**config.mk**
```make
export PLATFORM = sky130hd
export DESIGN_NAME = trigger_pulse_strobe_io
export DESIGN_NICKNAME = d
export VERILOG_FILES = /design/src/trig_io_pkg.sv /design/src/strobe_if.sv /design/src/strobe_gen.sv /design/src/trigger_pulse_strobe_io.sv
export SDC_FILE = /design/constraint.sdc
export NUM_CORES = 1
export LEC_CHECK = 0
export BUFFER_PORTS_ARGS = -buffer_cell sky130_fd_sc_hd__buf_2
export CORE_MARGIN = 2
export CORE_UTILIZATION = 57
export DETAILED_ROUTE_END_ITERATION = 6
export PLACE_DENSITY = 0.81
export SLEW_MARGIN = 10
export SYNTH_ARGS = -nofsm -noshare
export SYNTH_HDL_FRONTEND = slang
export SYNTH_HIERARCHICAL = 1
export SYNTH_SLANG_ARGS = --single-unit
```
**constraint.sdc**
```tcl
create_clock -name pclk -period 3.4 [get_ports pclk]
set_input_delay 1.02 -clock pclk [delete_from_list [all_inputs] [get_ports pclk]]
set_output_delay 1.02 -clock pclk [all_outputs]
set_load 0.03 [all_outputs]
```
**src/trig_io_pkg.sv**
```systemverilog
// Overview of operation
// pick one trigger source of six
// trigger on chosen rising or falling edge
// debounce choices off through ten milliseconds
// debounce resets to 100 microseconds
// ringing on an edge gives one trigger
// triggers act only while trigger enabled
// software trigger only when software selected
// pulse counters scaled by 1x to 1000x
// pulse period programmed in microsecond units
// pulse width programmed in microsecond units
// continuous mode runs until stopped
// counted mode emits 1..65500 pulses, halts
// one control starts idle, stops running
// status shows running or on hold
// strobe off, frame A, B or both
// strobe referenced to exposure or readout
// strobe delay and width 0..1000000 us
// each output maps one of five sources
// each output has its own polarity
// pulse asserted from period start for width
// timing from microsecond tick, debounce holds level
`default_nettype none
package trig_io_pkg;
  localparam int CLK_FREQ_MHZ = 250;
  localparam int TICK_TIME_NS = 1000;
  localparam int US_TICK_CYCLES = TICK_TIME_NS * CLK_FREQ_MHZ / 1000;
  localparam int PG_WIDTH_BITS = 24;
  localparam int STB_W = 20;
  localparam logic [15:0] PG_MAX_COUNT = 16'd65500;

  localparam logic [11:0] OFS_TRIG_CTRL = 12'h000;
  localparam logic [11:0] OFS_COMMAND = 12'h004;
  localparam logic [11:0] OFS_PG_CFG = 12'h008;
  localparam logic [11:0] OFS_PG_PERIOD = 12'h00c;
  localparam logic [11:0] OFS_PG_WIDTH = 12'h010;
  localparam logic [11:0] OFS_STATUS = 12'h014;
  localparam logic [11:0] OFS_STB_BASE = 12'h018;
  localparam logic [11:0] OFS_STB_STEP = 12'h00c;
  localparam logic [11:0] OFS_OUT_MAP = 12'h030;

  // trigger control fields
  localparam int TC_EN = 0;
  localparam int TC_SRC = 1;
  localparam int TC_FALL = 4;
  localparam int TC_DB = 5;
  localparam int TC_DUAL = 8;
  // command fields, write-only strobes
  localparam int CMD_SW = 0;
  localparam int CMD_PG_TOGGLE = 1;
  // pulse generator config fields
  localparam int PG_GRAN = 0;
  localparam int PG_COUNTED = 2;
  localparam int PG_COUNT = 16;
  // strobe config fields, delay and width at +4 and +8
  localparam int SC_MODE = 0;
  localparam int SC_READOUT = 2;
  // output map fields, four bits per output
  localparam int OM_STEP = 4;
  localparam int OM_POL = 3;

  typedef enum logic [2:0] {
    SRC_IN1 = 3'b000,
    SRC_IN2 = 3'b001,
    SRC_CC1 = 3'b010,
    SRC_CC2 = 3'b011,
    SRC_SW = 3'b100,
    SRC_PG = 3'b101
  } trig_src_e;

  typedef enum logic [2:0] {
    MAP_NONE = 3'b000,
    MAP_MIRROR = 3'b001,
    MAP_PG = 3'b010,
    MAP_STB1 = 3'b011,
    MAP_STB2 = 3'b100
  } out_map_e;

  localparam logic [2:0] DB_OFF = 3'd0;
  localparam logic [2:0] DB_RESET_SEL = 3'd3;
  localparam logic [13:0] DB_10US = 14'd10;
  localparam logic [13:0] DB_50US = 14'd50;
  localparam logic [13:0] DB_100US = 14'd100;
  localparam logic [13:0] DB_500US = 14'd500;
  localparam logic [13:0] DB_1MS_US = 14'd1000;
  localparam logic [13:0] DB_5MS_US = 14'd5000;
  localparam logic [13:0] DB_10MS_US = 14'd10000;

  function automatic logic [13:0] db_limit(input logic [2:0] s);
    case (s)
      3'd1: db_limit = DB_10US;
      3'd2: db_limit = DB_50US;
      3'd3: db_limit = DB_100US;
      3'd4: db_limit = DB_500US;
      3'd5: db_limit = DB_1MS_US;
      3'd6: db_limit = DB_5MS_US;
      3'd7: db_limit = DB_10MS_US;
      default: db_limit = 14'd0;
    endcase
  endfunction : db_limit

  function automatic logic [9:0] gran_div(input logic [1:0] g);
    case (g)
      2'd0: gran_div = 10'd1;
      2'd1: gran_div = 10'd10;
      2'd2: gran_div = 10'd100;
      default: gran_div = 10'd1000;
    endcase
  endfunction : gran_div
endpackage : trig_io_pkg
`default_nettype wire

```
**src/strobe_if.sv**
```systemverilog
`timescale 1ns/10ps
`default_nettype none
interface strobe_if;
  import trig_io_pkg::*;
  logic [1:0] mode;
  logic ref_readout;
  logic [STB_W-1:0] delay;
  logic [STB_W-1:0] width;
  logic us_tick;
  logic exp_start;
  logic read_start;
  logic frame_b;
  logic strobe;
  modport ctrl (
    output mode, ref_readout, delay, width, us_tick, exp_start,
    output read_start, frame_b,
    input strobe
  );
  modport gen (
    input mode, ref_readout, delay, width, us_tick, exp_start,
    input read_start, frame_b,
    output strobe
  );
endinterface : strobe_if
`default_nettype wire

```
**src/strobe_gen.sv**
```systemverilog
`timescale 1ns/10ps
`default_nettype none
module strobe_gen
  import trig_io_pkg::*;
(
  input wire logic pclk,
  input wire logic presetn,
  strobe_if.gen sb
);
  typedef enum logic [1:0] {
    ST_IDLE = 2'b00,
    ST_DELAY = 2'b01,
    ST_ACTIVE = 2'b10
  } stb_state_e;

  stb_state_e state_q;
  logic [STB_W-1:0] cnt_q;
  logic frame_match;
  logic fire;

  assign frame_match = (sb.mode[0] & ~sb.frame_b) | (sb.mode[1] & sb.frame_b);
  assign fire = frame_match & (sb.ref_readout ? sb.read_start : sb.exp_start);

  // references arriving mid-strobe are ignored so a pulse is never cut short
  always_ff @(posedge pclk or negedge presetn) begin
    if (!presetn) begin
      state_q <= ST_IDLE;
      cnt_q <= '0;
    end else begin
      case (state_q)
        ST_IDLE: begin
          cnt_q <= '0;
          if (fire) begin
            state_q <= ST_DELAY;
          end
        end
        ST_DELAY: begin
          if (cnt_q >= sb.delay) begin
            cnt_q <= '0;
            state_q <= (sb.width == '0) ? ST_IDLE : ST_ACTIVE;
          end else if (sb.us_tick) begin
            cnt_q <= cnt_q + 1'b1;
          end
        end
        ST_ACTIVE: begin
          if (cnt_q >= sb.width) begin
            cnt_q <= '0;
            state_q <= ST_IDLE;
          end else if (sb.us_tick) begin
            cnt_q <= cnt_q + 1'b1;
          end
        end
        default: begin
          state_q <= ST_IDLE;
          cnt_q <= '0;
        end
      endcase
    end
  end

  assign sb.strobe = (state_q == ST_ACTIVE);
endmodule : strobe_gen
`default_nettype wire

```
**src/trigger_pulse_strobe_io.sv**
```systemverilog
`timescale 1ns/10ps
`default_nettype none
module trigger_pulse_strobe_io
  import trig_io_pkg::*;
#(
  parameter int TICK_CYCLES = US_TICK_CYCLES,
  parameter int PG_W = PG_WIDTH_BITS
) (
  input wire logic pclk,
  input wire logic presetn,
  input wire logic psel,
  input wire logic penable,
  input wire logic pwrite,
  input wire logic [11:0] paddr,
  input wire logic [31:0] pwdata,
  output logic [31:0] prdata,
  output logic pready,
  output logic pslverr,
  input wire logic ext_trigger_input_one,
  input wire logic ext_trigger_input_two,
  input wire logic grabber_control_line_one,
  input wire logic grabber_control_line_two,
  input wire logic frame_exposure_start,
  input wire logic frame_readout_start,
  input wire logic frame_is_b,
  output logic trigger_event,
  output logic trigger_targets_dual_video,
  output logic pulse_gen_running,
  output logic ext_output_one,
  output logic ext_output_two
);
  localparam int TCW = $clog2(TICK_CYCLES + 1);
  localparam logic [TCW-1:0] TICK_LAST = TCW'(TICK_CYCLES - 1);

  // register state
  logic trig_en_q;
  logic [2:0] trig_src_q;
  logic trig_fall_q;
  logic [2:0] db_sel_q;
  logic trig_dual_q;
  logic [1:0] pg_gran_q;
  logic pg_counted_q;
  logic [15:0] pg_count_q;
  logic [PG_W-1:0] pg_period_q;
  logic [PG_W-1:0] pg_width_q;
  logic [1:0] stb_mode_q [2];
  logic stb_ref_q [2];
  logic [STB_W-1:0] stb_delay_q [2];
  logic [STB_W-1:0] stb_width_q [2];
  logic [7:0] out_map_q;

  // bus
  logic pready_q;
  logic pslverr_q;
  logic [31:0] prdata_q;
  logic access;
  logic wr_en;
  logic [31:0] rd_data;
  logic rd_hit;

  // trigger path
  logic [3:0] pin_raw;
  logic [3:0] sync1_q;
  logic [3:0] sync2_q;
  logic [TCW-1:0] tick_cnt_q;
  logic us_tick_q;
  logic sel_raw;
  logic db_bypass;
  logic db_lvl_q;
  logic db_prev_q;
  logic [13:0] db_cnt_q;
  logic trig_edge;
  logic sw_fire;
  logic trig_event_q;

  // pulse generator
  logic pg_run_q;
  logic pg_q;
  logic [9:0] gran_cnt_q;
  logic gtick;
  logic [PG_W-1:0] per_cnt_q;
  logic [15:0] remain_q;
  logic pg_toggle;
  logic period_end;

  logic [1:0] strobe;
  logic [1:0] out_q;

  assign access = psel & penable;
  // a write lands on the one edge where pready is sampled high
  assign wr_en = access & pwrite & pready_q;

  always_comb begin
    rd_data = 32'h0000_0000;
    rd_hit = 1'b1;
    case (paddr)
      OFS_TRIG_CTRL: begin
        rd_data[TC_EN] = trig_en_q;
        rd_data[TC_SRC +: 3] = trig_src_q;
        rd_data[TC_FALL] = trig_fall_q;
        rd_data[TC_DB +: 3] = db_sel_q;
        rd_data[TC_DUAL] = trig_dual_q;
      end
      OFS_COMMAND: rd_data = 32'h0000_0000;
      OFS_PG_CFG: begin
        rd_data[PG_GRAN +: 2] = pg_gran_q;
        rd_data[PG_COUNTED] = pg_counted_q;
        rd_data[PG_COUNT +: 16] = pg_count_q;
      end
      OFS_PG_PERIOD: rd_data[PG_W-1:0] = pg_period_q;
      OFS_PG_WIDTH: rd_data[PG_W-1:0] = pg_width_q;
      OFS_STATUS: begin
        rd_data[0] = pg_run_q;
        rd_data[1] = db_lvl_q;
        rd_data[31:16] = remain_q;
      end
      OFS_OUT_MAP: rd_data[7:0] = out_map_q;
      default: begin
        rd_hit = 1'b0;
        for (int i = 0; i < 2; i++) begin
          if (paddr == OFS_STB_BASE + 12'(i) * OFS_STB_STEP) begin
            rd_data[SC_MODE +: 2] = stb_mode_q[i];
            rd_data[SC_READOUT] = stb_ref_q[i];
            rd_hit = 1'b1;
          end
          if (paddr == OFS_STB_BASE + 12'(i) * OFS_STB_STEP + 12'h004) begin
            rd_data[STB_W-1:0] = stb_delay_q[i];
            rd_hit = 1'b1;
          end
          if (paddr == OFS_STB_BASE + 12'(i) * OFS_STB_STEP + 12'h008) begin
            rd_data[STB_W-1:0] = stb_width_q[i];
            rd_hit = 1'b1;
          end
        end
      end
    endcase
  end

  // one wait state: data and error are registered on the same edge that pready rises
  always_ff @(posedge pclk or negedge presetn) begin
    if (!presetn) begin
      pready_q <= 1'b0;
      pslverr_q <= 1'b0;
      prdata_q <= 32'h0000_0000;
    end else if (access && !pready_q) begin
      pready_q <= 1'b1;
      pslverr_q <= ~rd_hit;
      prdata_q <= pwrite ? 32'h0000_0000 : rd_data;
    end else begin
      pready_q <= 1'b0;
      pslverr_q <= 1'b0;
    end
  end

  always_ff @(posedge pclk or negedge presetn) begin
    if (!presetn) begin
      trig_en_q <= 1'b0;
      trig_src_q <= SRC_IN1;
      trig_fall_q <= 1'b0;
      db_sel_q <= DB_RESET_SEL;
      trig_dual_q <= 1'b0;
      pg_gran_q <= 2'd0;
      pg_counted_q <= 1'b0;
      pg_count_q <= 16'd1;
      pg_period_q <= '0;
      pg_width_q <= '0;
      out_map_q <= 8'h00;
    end else if (wr_en) begin
      case (paddr)
        OFS_TRIG_CTRL: begin
          trig_en_q <= pwdata[TC_EN];
          trig_src_q <= pwdata[TC_SRC +: 3];
          trig_fall_q <= pwdata[TC_FALL];
          db_sel_q <= pwdata[TC_DB +: 3];
          trig_dual_q <= pwdata[TC_DUAL];
        end
        OFS_PG_CFG: begin
          pg_gran_q <= pwdata[PG_GRAN +: 2];
          pg_counted_q <= pwdata[PG_COUNTED];

          if (pwdata[PG_COUNT +: 16] > PG_MAX_COUNT) begin
            pg_count_q <= PG_MAX_COUNT;
          end else if (pwdata[PG_COUNT +: 16] == 16'd0) begin
            pg_count_q <= 16'd1;
          end else begin
            pg_count_q <= pwdata[PG_COUNT +: 16];
          end
        end
        OFS_PG_PERIOD: pg_period_q <= pwdata[PG_W-1:0];
        OFS_PG_WIDTH: pg_width_q <= pwdata[PG_W-1:0];
        OFS_OUT_MAP: out_map_q <= pwdata[7:0];
        default: begin
        end
      endcase
    end
  end

  // two strobe channels: config registers, generator and its link
  for (genvar g = 0; g < 2; g++) begin : g_stb
    strobe_if sif ();

    always_ff @(posedge pclk or negedge presetn) begin
      if (!presetn) begin
        stb_mode_q[g] <= 2'd0;
        stb_ref_q[g] <= 1'b0;
        stb_delay_q[g] <= '0;
        stb_width_q[g] <= '0;
      end else if (wr_en) begin
        if (paddr == OFS_STB_BASE + 12'(g) * OFS_STB_STEP) begin
          stb_mode_q[g] <= pwdata[SC_MODE +: 2];
          stb_ref_q[g] <= pwdata[SC_READOUT];
        end
        if (paddr == OFS_STB_BASE + 12'(g) * OFS_STB_STEP + 12'h004) begin
          stb_delay_q[g] <= pwdata[STB_W-1:0];
        end
        if (paddr == OFS_STB_BASE + 12'(g) * OFS_STB_STEP + 12'h008) begin
          stb_width_q[g] <= pwdata[STB_W-1:0];
        end
      end
    end

    assign sif.mode = stb_mode_q[g];
    assign sif.ref_readout = stb_ref_q[g];
    assign sif.delay = stb_delay_q[g];
    assign sif.width = stb_width_q[g];
    assign sif.us_tick = us_tick_q;
    assign sif.exp_start = frame_exposure_start;
    assign sif.read_start = frame_readout_start;
    assign sif.frame_b = frame_is_b;
    assign strobe[g] = sif.strobe;

    strobe_gen u_strobe (
      .pclk(pclk),
      .presetn(presetn),
      .sb(sif.gen)
    );
  end

  // microsecond time base for debounce, pulses and strobes
  always_ff @(posedge pclk or negedge presetn) begin
    if (!presetn) begin
      tick_cnt_q <= '0;
      us_tick_q <= 1'b0;
    end else if (tick_cnt_q == TICK_LAST) begin
      tick_cnt_q <= '0;
      us_tick_q <= 1'b1;
    end else begin
      tick_cnt_q <= tick_cnt_q + 1'b1;
      us_tick_q <= 1'b0;
    end
  end

  assign pin_raw = {grabber_control_line_two, grabber_control_line_one,
                    ext_trigger_input_two, ext_trigger_input_one};

  for (genvar p = 0; p < 4; p++) begin : g_sync
    always_ff @(posedge pclk or negedge presetn) begin
      if (!presetn) begin
        sync1_q[p] <= 1'b0;
        sync2_q[p] <= 1'b0;
      end else begin
        sync1_q[p] <= pin_raw[p];
        sync2_q[p] <= sync1_q[p];
      end
    end
  end

  always_comb begin
    case (trig_src_q)
      SRC_IN1: sel_raw = sync2_q[0];
      SRC_IN2: sel_raw = sync2_q[1];
      SRC_CC1: sel_raw = sync2_q[2];
      SRC_CC2: sel_raw = sync2_q[3];
      SRC_PG: sel_raw = pg_q;
      default: sel_raw = 1'b0;
    endcase
  end

  // the internal generator is clean, so only pins are filtered
  assign db_bypass = (db_sel_q == DB_OFF) || (trig_src_q == SRC_PG) ||
                     (trig_src_q == SRC_SW);

  always_ff @(posedge pclk or negedge presetn) begin
    if (!presetn) begin
      db_lvl_q <= 1'b0;
      db_cnt_q <= 14'd0;
    end else if (db_bypass) begin
      db_lvl_q <= sel_raw;
      db_cnt_q <= 14'd0;
    end else if (sel_raw == db_lvl_q) begin
      db_cnt_q <= 14'd0;
    end else if (us_tick_q) begin
      // new level must hold for the whole interval
      if (db_cnt_q + 14'd1 >= db_limit(db_sel_q)) begin
        db_lvl_q <= sel_raw;
        db_cnt_q <= 14'd0;
      end else begin
        db_cnt_q <= db_cnt_q + 14'd1;
      end
    end
  end

  assign trig_edge = trig_fall_q ? (db_prev_q & ~db_lvl_q) :
                     (~db_prev_q & db_lvl_q);
  assign sw_fire = wr_en && (paddr == OFS_COMMAND) && pwdata[CMD_SW] &&
                   (trig_src_q == SRC_SW);

  always_ff @(posedge pclk or negedge presetn) begin
    if (!presetn) begin
      db_prev_q <= 1'b0;
      trig_event_q <= 1'b0;
    end else begin
      db_prev_q <= db_lvl_q;
      trig_event_q <= trig_en_q & (trig_edge | sw_fire);
    end
  end

  // pulse generator
  assign pg_toggle = wr_en && (paddr == OFS_COMMAND) && pwdata[CMD_PG_TOGGLE];
  assign gtick = us_tick_q && (gran_cnt_q == gran_div(pg_gran_q) - 10'd1);
  // a zero period is run as one unit rather than stalling
  assign period_end = gtick && ((per_cnt_q + 1'b1 >= pg_period_q) ||
                                (pg_period_q == '0));

  always_ff @(posedge pclk or negedge presetn) begin
    if (!presetn) begin
      pg_run_q <= 1'b0;
      gran_cnt_q <= 10'd0;
      per_cnt_q <= '0;
      remain_q <= 16'd0;
    end else if (pg_toggle) begin
      pg_run_q <= ~pg_run_q;
      gran_cnt_q <= 10'd0;
      per_cnt_q <= '0;
      remain_q <= pg_count_q;
    end else if (pg_run_q) begin
      if (gtick) begin
        gran_cnt_q <= 10'd0;
      end else if (us_tick_q) begin
        gran_cnt_q <= gran_cnt_q + 10'd1;
      end
      if (period_end) begin
        per_cnt_q <= '0;
        if (pg_counted_q) begin
          remain_q <= remain_q - 16'd1;
          if (remain_q <= 16'd1) begin
            pg_run_q <= 1'b0;
          end
        end
      end else if (gtick) begin
        per_cnt_q <= per_cnt_q + 1'b1;
      end
    end
  end

  always_ff @(posedge pclk or negedge presetn) begin
    if (!presetn) begin
      pg_q <= 1'b0;
    end else begin
      pg_q <= pg_run_q && (per_cnt_q < pg_width_q);
    end
  end

  // output mapping and polarity
  for (genvar o = 0; o < 2; o++) begin : g_out
    logic mapped;
    always_comb begin
      case (out_map_q[o*OM_STEP +: 3])
        MAP_MIRROR: mapped = db_lvl_q | trig_event_q;
        MAP_PG: mapped = pg_q;
        MAP_STB1: mapped = strobe[0];
        MAP_STB2: mapped = strobe[1];
        default: mapped = 1'b0;
      endcase
    end
    always_ff @(posedge pclk or negedge presetn) begin
      if (!presetn) begin
        out_q[o] <= 1'b0;
      end else begin
        out_q[o] <= mapped ^ out_map_q[o*OM_STEP + OM_POL];
      end
    end
  end

  assign prdata = prdata_q;
  assign pready = pready_q;
  assign pslverr = pslverr_q;
  assign trigger_event = trig_event_q;
  assign trigger_targets_dual_video = trig_dual_q;
  assign pulse_gen_running = pg_run_q;
  assign ext_output_one = out_q[0];
  assign ext_output_two = out_q[1];
endmodule : trigger_pulse_strobe_io
`default_nettype wire

```
==> impl_metrics.csv, run 1 <==
group,metric,value,unit
outcome,status,"complete, but fails checks",
outcome,failed_checks,"design-rule violations, negative setup slack",
setup_path,cp-end-kind,"flip-flop",
cells_and_area,final_cell_mix,"dfrtp_1, nand2_1, inv_1, ha_1, a21oi_1",
grt,grt_pass1_vias,17802,
sta,relSlewSlack,0.196,
cells_and_area,final_common_cell,"dfrtp_1",
cells_and_area,fin_area,23500,µm²
setup_path,cp.required,3.84,ns
setup_path,reg2reg_from,"db_sel_q[1]",
pwr,p_total,0.00881,W
sta,worstMarginPinSlew,1.21,ns
setup_path,cp_cell_sequence,"buf_4 > ha_1 > nor3_4 > nor4_2 > a21oi_1 > ha_1 > o311ai_4 > a211oi_2 > nor4_2 > o211ai_1 > clkinvlp_2 > a22o_1",
grt,antenna_found_initial,1,
drt,ant_nets,0,
sta,max_freq,286,MHz
yosys,ys.flop_type,"dfrtp_1",
clock_tree,cts.reportedPaths.clkPinSlew,0.06,ns
yosys,synth_cell_type_count,89,
clock_tree,clock_latency,0.56,ns
clock_tree,cts_tree,"built",
flow_run,maxCapViolCount,0,
yosys,async_flop_share,1.00,
min_path,min_path_cells,0,
grt,grt_overflow,0,
cells_and_area,layout-drive-gt1-share,0.185,
clock_tree,cts_sinks,336,
placement,dpl.cell_count,2645,
pwr,power_density,374,nW/µm²
die,io_pins,95,
drt,drt-pass1-iter-count,7,
drt,wl_per_cell,23.0,µm
drt,drcViolationCount,5,
setup_path,critPathMaxStageDelay,0.57,ns
cells_and_area,n_fill_cell,2728,
sta,slew_violations,0,
cells_and_area,area_delta_synth_final,15.2,%
placement,io_buffers,94,
clock_tree,clockRootBuffer,"clkbuf_16",
sta,fin_crit,3.49,ns
setup_path,critical_path_class,"reg2reg",
die,dieArea,37400,µm²
clock_tree,clk_path_buf_depth,3,
die,die_w,193,µm
cells_and_area,multi_input_area,11100,µm²
drt,drt_iter0_markers,1972,
yosys,synth_nets,2293,
sta,rsz0062_at_grt,"true",
setup_path,crit_start,"db_sel_q[1]",
setup_path,r2r_end,"db_cnt_q[3]",
yosys,synth_edf_count,0,
setup_path,endpoint,"db_cnt_q[3]",
die,rows,69,
die,fp.coreArea,35400,µm²
pwr,peakVddDrop,436,µV
placement,place.gp.congestion,0.950,
clock_tree,ctsHtreeMaxLevel,2,
setup_path,rrSetupSlack,-0.09,ns
placement,post-place-ws,-0.115,ns
yosys,syn_area_per_cell,9.82,µm²
min_path,hp-class,"reg2reg",
grt,grt_max_degree,91,
drt,routed_wl,62.7,mm
yosys,yosysSeqAreaShare,0.412,
setup_path,arrival,3.93,ns
placement,dpl.hpwl,45.5,mm
cells_and_area,regArea,8410,µm²
clock_tree,ctsHoldBuffers,0,
yosys,yosysWarnings,6,
die,die_height,193,µm
grt,grt_use_total,0.333,
pwr,leakagePower,11.1,nW
sta,fin_crit_sh,1.03,
cells_and_area,instances_no_fill,2730,
setup_path,cp-start-kind,"flip-flop",
setup_path,crit_fanout,9,
yosys,ys_ff_latch,336,
yosys,syn_area,20400,µm²
drt,vias_per_cell,6.50,
cells_and_area,nets,2453,
die,initial_core_util,0.577,
placement,post_dp_cell_area,21900,µm²
sta,finalSetupViolations,4,
yosys,netlist_instances,2080,
sta,skew,0.0124,ns
sta,fin_ws,-0.0918,ns
setup_path,cp_slowest_cell,"dfstp_2",
sta,hold_viol,0,
clock_tree,cts_buffers,39,
setup_path,r2r_cells,12,
sta,tns,-0.334,ns
grt,grt_pass1_wl,98.9,mm
drt,num_vias,17758,
how the worst min path moves through the flow:
stage / from / end / slack (ns)
after floorplan: sync1_q[0] / sync2_q[0] / 0.33
after global placement: sync1_q[0] / sync2_q[0] / 0.33
after detailed placement: sync1_q[2] / sync2_q[2] / 0.35
after CTS: sync1_q[1] / sync2_q[1] / 0.36
after global routing: sync1_q[1] / sync2_q[1] / 0.37
final: sync1_q[1] / sync2_q[1] / 0.36
area by class of cell:
cell class,count,share of cell area
multi-input combinational,1490,0.473
sequential,336,0.357
timing repair buffer,209,0.0610
clock buffer,55,0.0501
inverter,163,0.0262
tap,461,0.0245
clock inverter,14,0.00734
timing repair inverter,1,0.000213
antenna,1,0.000106
stage by stage:
stage,hold slack (ns),utilization
detailed placement,0.346,0.619
floorplan,0.331,-
finish,0.361,0.665
global placement,0.335,0.619
CTS,0.355,0.658
global route,0.366,0.665
flip-flops by register name, indices dropped and copies added, names as in the netlist, 3 cells and up:
register	cells
prdata	32
gran_cnt_q	10
g_stb.u_strobe/cnt_q	40
sync2_q	4
g_stb.sif.width	40
g_stb.u_strobe/state_q	4
g_stb.sif.mode	4
remain_q	16
pg_width_q	24
pg_count_q	16
trig_src_q	3
sync1_q	4
per_cnt_q	24
tick_cnt_q	8
out_map_q	8
db_sel_q	3
g_stb.sif.delay	40
pg_period_q	24
db_cnt_q	14
per-layer routing:
metal | GRT usage | share of wire | wire, µm
met1 | 0.443 | 0.39 | 24600
met2 | 0.529 | 0.46 | 28900
met3 | 0.0601 | 0.094 | 5880
met4 | 0.158 | 0.053 | 3300
met5 | 0 | 0 | 0
cell families (layout without fill, tap and decap cells):
family / Yosys count / in the layout / share of synthesized area
other: 0 / 1 / 0
adder cells (fa/ha/maj): 157 / 157 / 0.0962
AO/OA/AOI/OAI: 475 / 475 / 0.151
AND/OR/NAND/NOR: 608 / 608 / 0.164
buffers and inverters: 254 / 442 / 0.0507
multiplexers: 168 / 168 / 0.0909
XOR/XNOR: 82 / 82 / 0.0352
flip-flops: 336 / 336 / 0.412
report_power, final:
| group | internal, W | switching (W) |
|---|---|---|
| sequential | 0.00402 | 0.0000165 |
| combinational | 0.0000924 | 0.000262 |
| clock | 0.00271 | 0.00172 |
timing repair:
item	4_1_cts	5_1_grt
gates resized for setup	3	31
buffers inserted	0	14
endpoints found under the setup margin	22	56
cloned	0	1
pin swaps	0	17
worst max-delay path: cells and delay by family (launching register included):
| kind | cells | cell delay (ns) |
|---|---|---|
| flops | 1 | 0.57 |
| fa+ha+maj | 2 | 0.60 |
| compound gates | 5 | 1.19 |
| simple gates | 3 | 0.46 |
| buf+inv | 2 | 0.53 |
Yosys cell counts (24+ instances only):
| library cell | n | share of area |
|---|---|---|
| nand3_1 | 60 | 0.015 |
| xor2_1 | 38 | 0.016 |
| a21oi_1 | 124 | 0.030 |
| nor3_1 | 37 | 0.0091 |
| nor4_1 | 31 | 0.0095 |
| dfrtp_1 | 333 | 0.41 |
| mux2_1 | 91 | 0.050 |
| a22oi_1 | 32 | 0.012 |
| ha_1 | 157 | 0.096 |
| mux2_2 | 49 | 0.027 |
| nand4_1 | 46 | 0.014 |
| nand2_1 | 176 | 0.032 |
| mux2i_1 | 28 | 0.014 |
| a21o_1 | 27 | 0.0099 |
| o21ai_0 | 83 | 0.020 |
| clkbuf_1 | 53 | 0.0097 |
| nor2_1 | 103 | 0.019 |
| inv_1 | 161 | 0.030 |
| o21ai_1 | 41 | 0.010 |
| xnor2_1 | 44 | 0.019 |
| nor3b_2 | 39 | 0.024 |
| buf_2 | 24 | 0.0059 |
No activity file was read; power rests on OpenSTA's default activity.
==> inputs of run 2 (changes only) <==
--- a/config.mk
+++ b/config.mk
@@ -7,11 +7,10 @@
 export LEC_CHECK = 0
 export BUFFER_PORTS_ARGS = -buffer_cell sky130_fd_sc_hd__buf_2
 export CORE_MARGIN = 2
-export CORE_UTILIZATION = 57
+export CORE_UTILIZATION = 56
 export DETAILED_ROUTE_END_ITERATION = 6
-export PLACE_DENSITY = 0.81
+export PLACE_DENSITY = 0.8
 export SLEW_MARGIN = 10
 export SYNTH_ARGS = -nofsm -noshare
 export SYNTH_HDL_FRONTEND = slang
-export SYNTH_HIERARCHICAL = 1
 export SYNTH_SLANG_ARGS = --single-unit
==> run 2 against run 1 <==
  * The run ends with negative setup slack left
  * Cell area decreased by 1.9%
  * Combinational power is 12% lower
  * Clock power up 2%
  * Global-route usage shrank 1.3 points
  * Routed wire length decreased by 6.2%
  * Via count down 1.0%
  * Largest cell class unchanged
  * Highest routed layer unchanged
==> impl_metrics.csv, run 2 <==
group,metric,value,unit
drt,drt-pass1-iter-count,5,
yosys,synth_nets,2383,
yosys,synth_largest_area_cell,"dfrtp_1",
yosys,netlist_instances,2173,
drt,routed_wl,58.9,mm
yosys,ys.flop_type,"dfrtp_1",
sta,fin_crit_sh,1.07,
yosys,synth_edf_count,0,
die,die_height,192,µm
grt,grt_pass1_vias,17183,
grt,antenna_found_initial,2,
yosys,yosysMostFrequentCell,"dfrtp_1",
pwr,switching_share,0.219,
yosys,synth_common_cells,"dfrtp_1, nand2_1, o21ai_0",
min_path,hold_start,"sync1_q[3]",
setup_path,crit_fanout,5,
clock_tree,ctsHtreeMaxLevel,2,
min_path,min_path_cells,0,
outcome,status,"complete, but fails checks",
cells_and_area,final_common_cell,"dfrtp_1",
die,rows,68,
pwr,switching_power,0.00194,W
outcome,failed_checks,"negative setup slack",
grt,grt_overflow,0,
pwr,leakagePower,11.3,nW
cells_and_area,layout-drive-gt1-share,0.180,
pwr,combPwrFrac,0.035,
setup_path,critical_path_class,"reg2reg",
clock_tree,clock_latency,0.53,ns
sta,whs,0.341,ns
sta,skew,0.0133,ns
yosys,async_flop_share,1.00,
die,io_pins,95,
placement,post-place-ws,-0.321,ns
yosys,ys_ff_latch,336,
grt,use_met1,0.408,
drt,wl_per_cell,21.1,µm
cells_and_area,postLayoutCoreUtil,0.667,
clock_tree,cts_sinks,336,
die,die_w,192,µm
pwr,p_clk_frac,0.512,
clock_tree,cts_buffers,38,
die,dieArea,36800,µm²
setup_path,rrSetupSlack,-0.23,ns
clock_tree,cts.reportedPaths.clkPinSlew,0.06,ns
pwr,share_seq_of_total_power,0.453,
clock_tree,clockRootBuffer,"clkbuf_16",
sta,max_freq,275,MHz
setup_path,arrival,4.04,ns
sta,fin_crit,3.63,ns
setup_path,cp.required,3.81,ns
yosys,syn_area_per_cell,9.09,µm²
yosys,yosysSeqAreaShare,0.426,
yosys,yosysWarnings,0,
drt,ant_nets,0,
grt,grt_busiest_layer,"met2",
placement,place.gp.congestion,0.953,
sta,fin_ws,-0.233,ns
yosys,synthDominantCellAreaShare,0.422,
drt,num_vias,17573,
die,initial_core_util,0.570,
grt,grt_max_degree,87,
placement,dpl.hpwl,42.7,mm
setup_path,reg2reg_from,"per_cnt_q[1]",
placement,io_buffers,94,
drt,drt_iter0_markers,1679,
pwr,power_density,384,nW/µm²
setup_path,cp-end-kind,"flip-flop",
sta,slew_violations,0,
yosys,syn_area,19800,µm²
cells_and_area,area_delta_synth_final,16.9,%
sta,rsz0062_at_grt,"true",
yosys,ys_top_cells_by_area,"dfrtp_1, ha_1, nand2_1",
flow_run,maxCapViolCount,0,
drt,drcViolationCount,0,
sta,hold_viol,0,
pwr,p_int,0.00692,W
die,fp.coreArea,34600,µm²
clock_tree,cts_tree,"built",
min_path,hp-class,"reg2reg",
cells_and_area,nets,2516,
setup_path,r2r_end,"per_cnt_q[13]",
drt,vias_per_cell,6.30,
grt,grt_util_met2,0.531,
sta,finalSetupViolations,37,
min_path,hold_end,"sync2_q[3]",
cells_and_area,final_cell_mix,"dfrtp_1, nand2_1, o21ai_0, inv_1, ha_1",
setup_path,r2r_cells,17,
grt,grt_use_total,0.320,
cells_and_area,n_fill_cell,2603,
sta,worstMarginPinSlew,1.25,ns
yosys,synth_cell_type_count,86,
grt,use_met3,0.0554,
grt,grt_pass1_wl,92.0,mm
sta,relSlewSlack,0.163,
setup_path,cp-start-kind,"flip-flop",
pwr,peakVddDrop,410,µV
clock_tree,clk_path_buf_depth,3,
[run 2: changes by cell type in the layout (fill, tap and decap cells not counted), moves of 15 or more]
cell     change
buf_6       +16
xor2_1      +16
a21oi_1     -50
o21ai_2     +17
a22oi_1     +15
nor2_1      +38
buf_4       -28
mux2i_1     -19
o21ai_1     -33
xnor2_1     -15
o21ai_0    +123
nor3b_2     -39
nand2_1    +118
mux2_1      -91
[run 2: kinds of logic after synthesis]
kind of cell,count (synthesis),synth area share
AOI/OAI and AO/OA,540,0.173
xor gates and xnor gates,85,0.0377
adders and majority gates,154,0.0976
buffers and inverters,265,0.0524
DFF,336,0.426
muxes,61,0.0348
and+or+nand+nor,732,0.178
[run 2: worst max path at each step]
| stage | endpoint | slack [ns] | startpoint | depth (start not counted) |
|---|---|---|---|---|
| 2_1_floorplan | remain_q[8] | -0.13 | per_cnt_q[0] | 16 |
| 3_3_place_gp | remain_q[8] | -0.13 | per_cnt_q[1] | 16 |
| 3_5_place_dp | remain_q[15] | -0.32 | per_cnt_q[1] | 16 |
| 4_1_cts | per_cnt_q[13] | -0.24 | per_cnt_q[1] | 16 |
| 5_1_grt | remain_q[14] | -0.45 | per_cnt_q[0] | 16 |
| 6_report | per_cnt_q[13] | -0.23 | per_cnt_q[1] | 17 |
[run 2: area by class of cell]
cell class	count	area [µm²]	area share
Timing Repair Buffer	199	1450	0.0626
Clock buffer	58	1180	0.0510
Antenna cell	1	2.50	0.000108
Clock inverter	11	209	0.00905
Sequential cell	336	8410	0.364
Tap cell	455	569	0.0246
Inverter	159	597	0.0258
Multi-Input combinational cell	1572	10700	0.463
[run 2: timing repair]
item | 4_1_cts | 5_1_grt
buffers inserted | 9 | 6
gates resized for setup | 49 | 49
setup endpoints to repair | 41 | 53
hold buffers | 0 | 0
cloned | 1 | 1
pin swaps | 23 | 27
[run 2: metal layers]
metal / share of wire / wire length (µm) / up-vias
li1: - / - / 7991
met1: 0.40 / 23300 / 8569
met2: 0.47 / 27800 / 825
met3: 0.080 / 4720 / 188
met4: 0.051 / 2980 / 0
met5: 0 / 0 / -
[run 2: critical path, stage by stage (launching register included)]
cell and delay, ns:
dfrtp_1 0.36, ha_2 0.19, nand4_1 0.08, or3_4 0.37, nor3_4 0.17, and4_4 0.25, and3_4 0.20, xor2_2 0.07
ha_1 0.31, nand4_1 0.19, buf_4 0.20, nor2_2 0.13, o31ai_2 0.12, buf_4 0.16, a31oi_4 0.29, buf_6 0.17
o21ai_2 0.05, a22o_1 0.20
[run 2: power groups by stage]
stage                     registers (W)  logic [W]  clock network, W
after floorplan                 0.00409  0.0000897                 0
after global placement          0.00409   0.000303                 0
after detailed placement        0.00409   0.000307                 0
after CTS                       0.00402   0.000308           0.00457
after global routing            0.00401   0.000338           0.00474
final                           0.00402   0.000313           0.00454
[run 2: stage by stage]
stage	TNS [ns]	cell area (µm²)	power (W)	cells
after floorplan	-1.89	19800	0.00418	2173
after global placement	-2.37	21200	0.00439	2706
after detailed placement	-7.33	21200	0.00440	2706
after CTS	-5.36	22900	0.00889	2785
after global routing	-11.71	23100	0.00909	2791
final	-4.93	23100	0.00887	2791
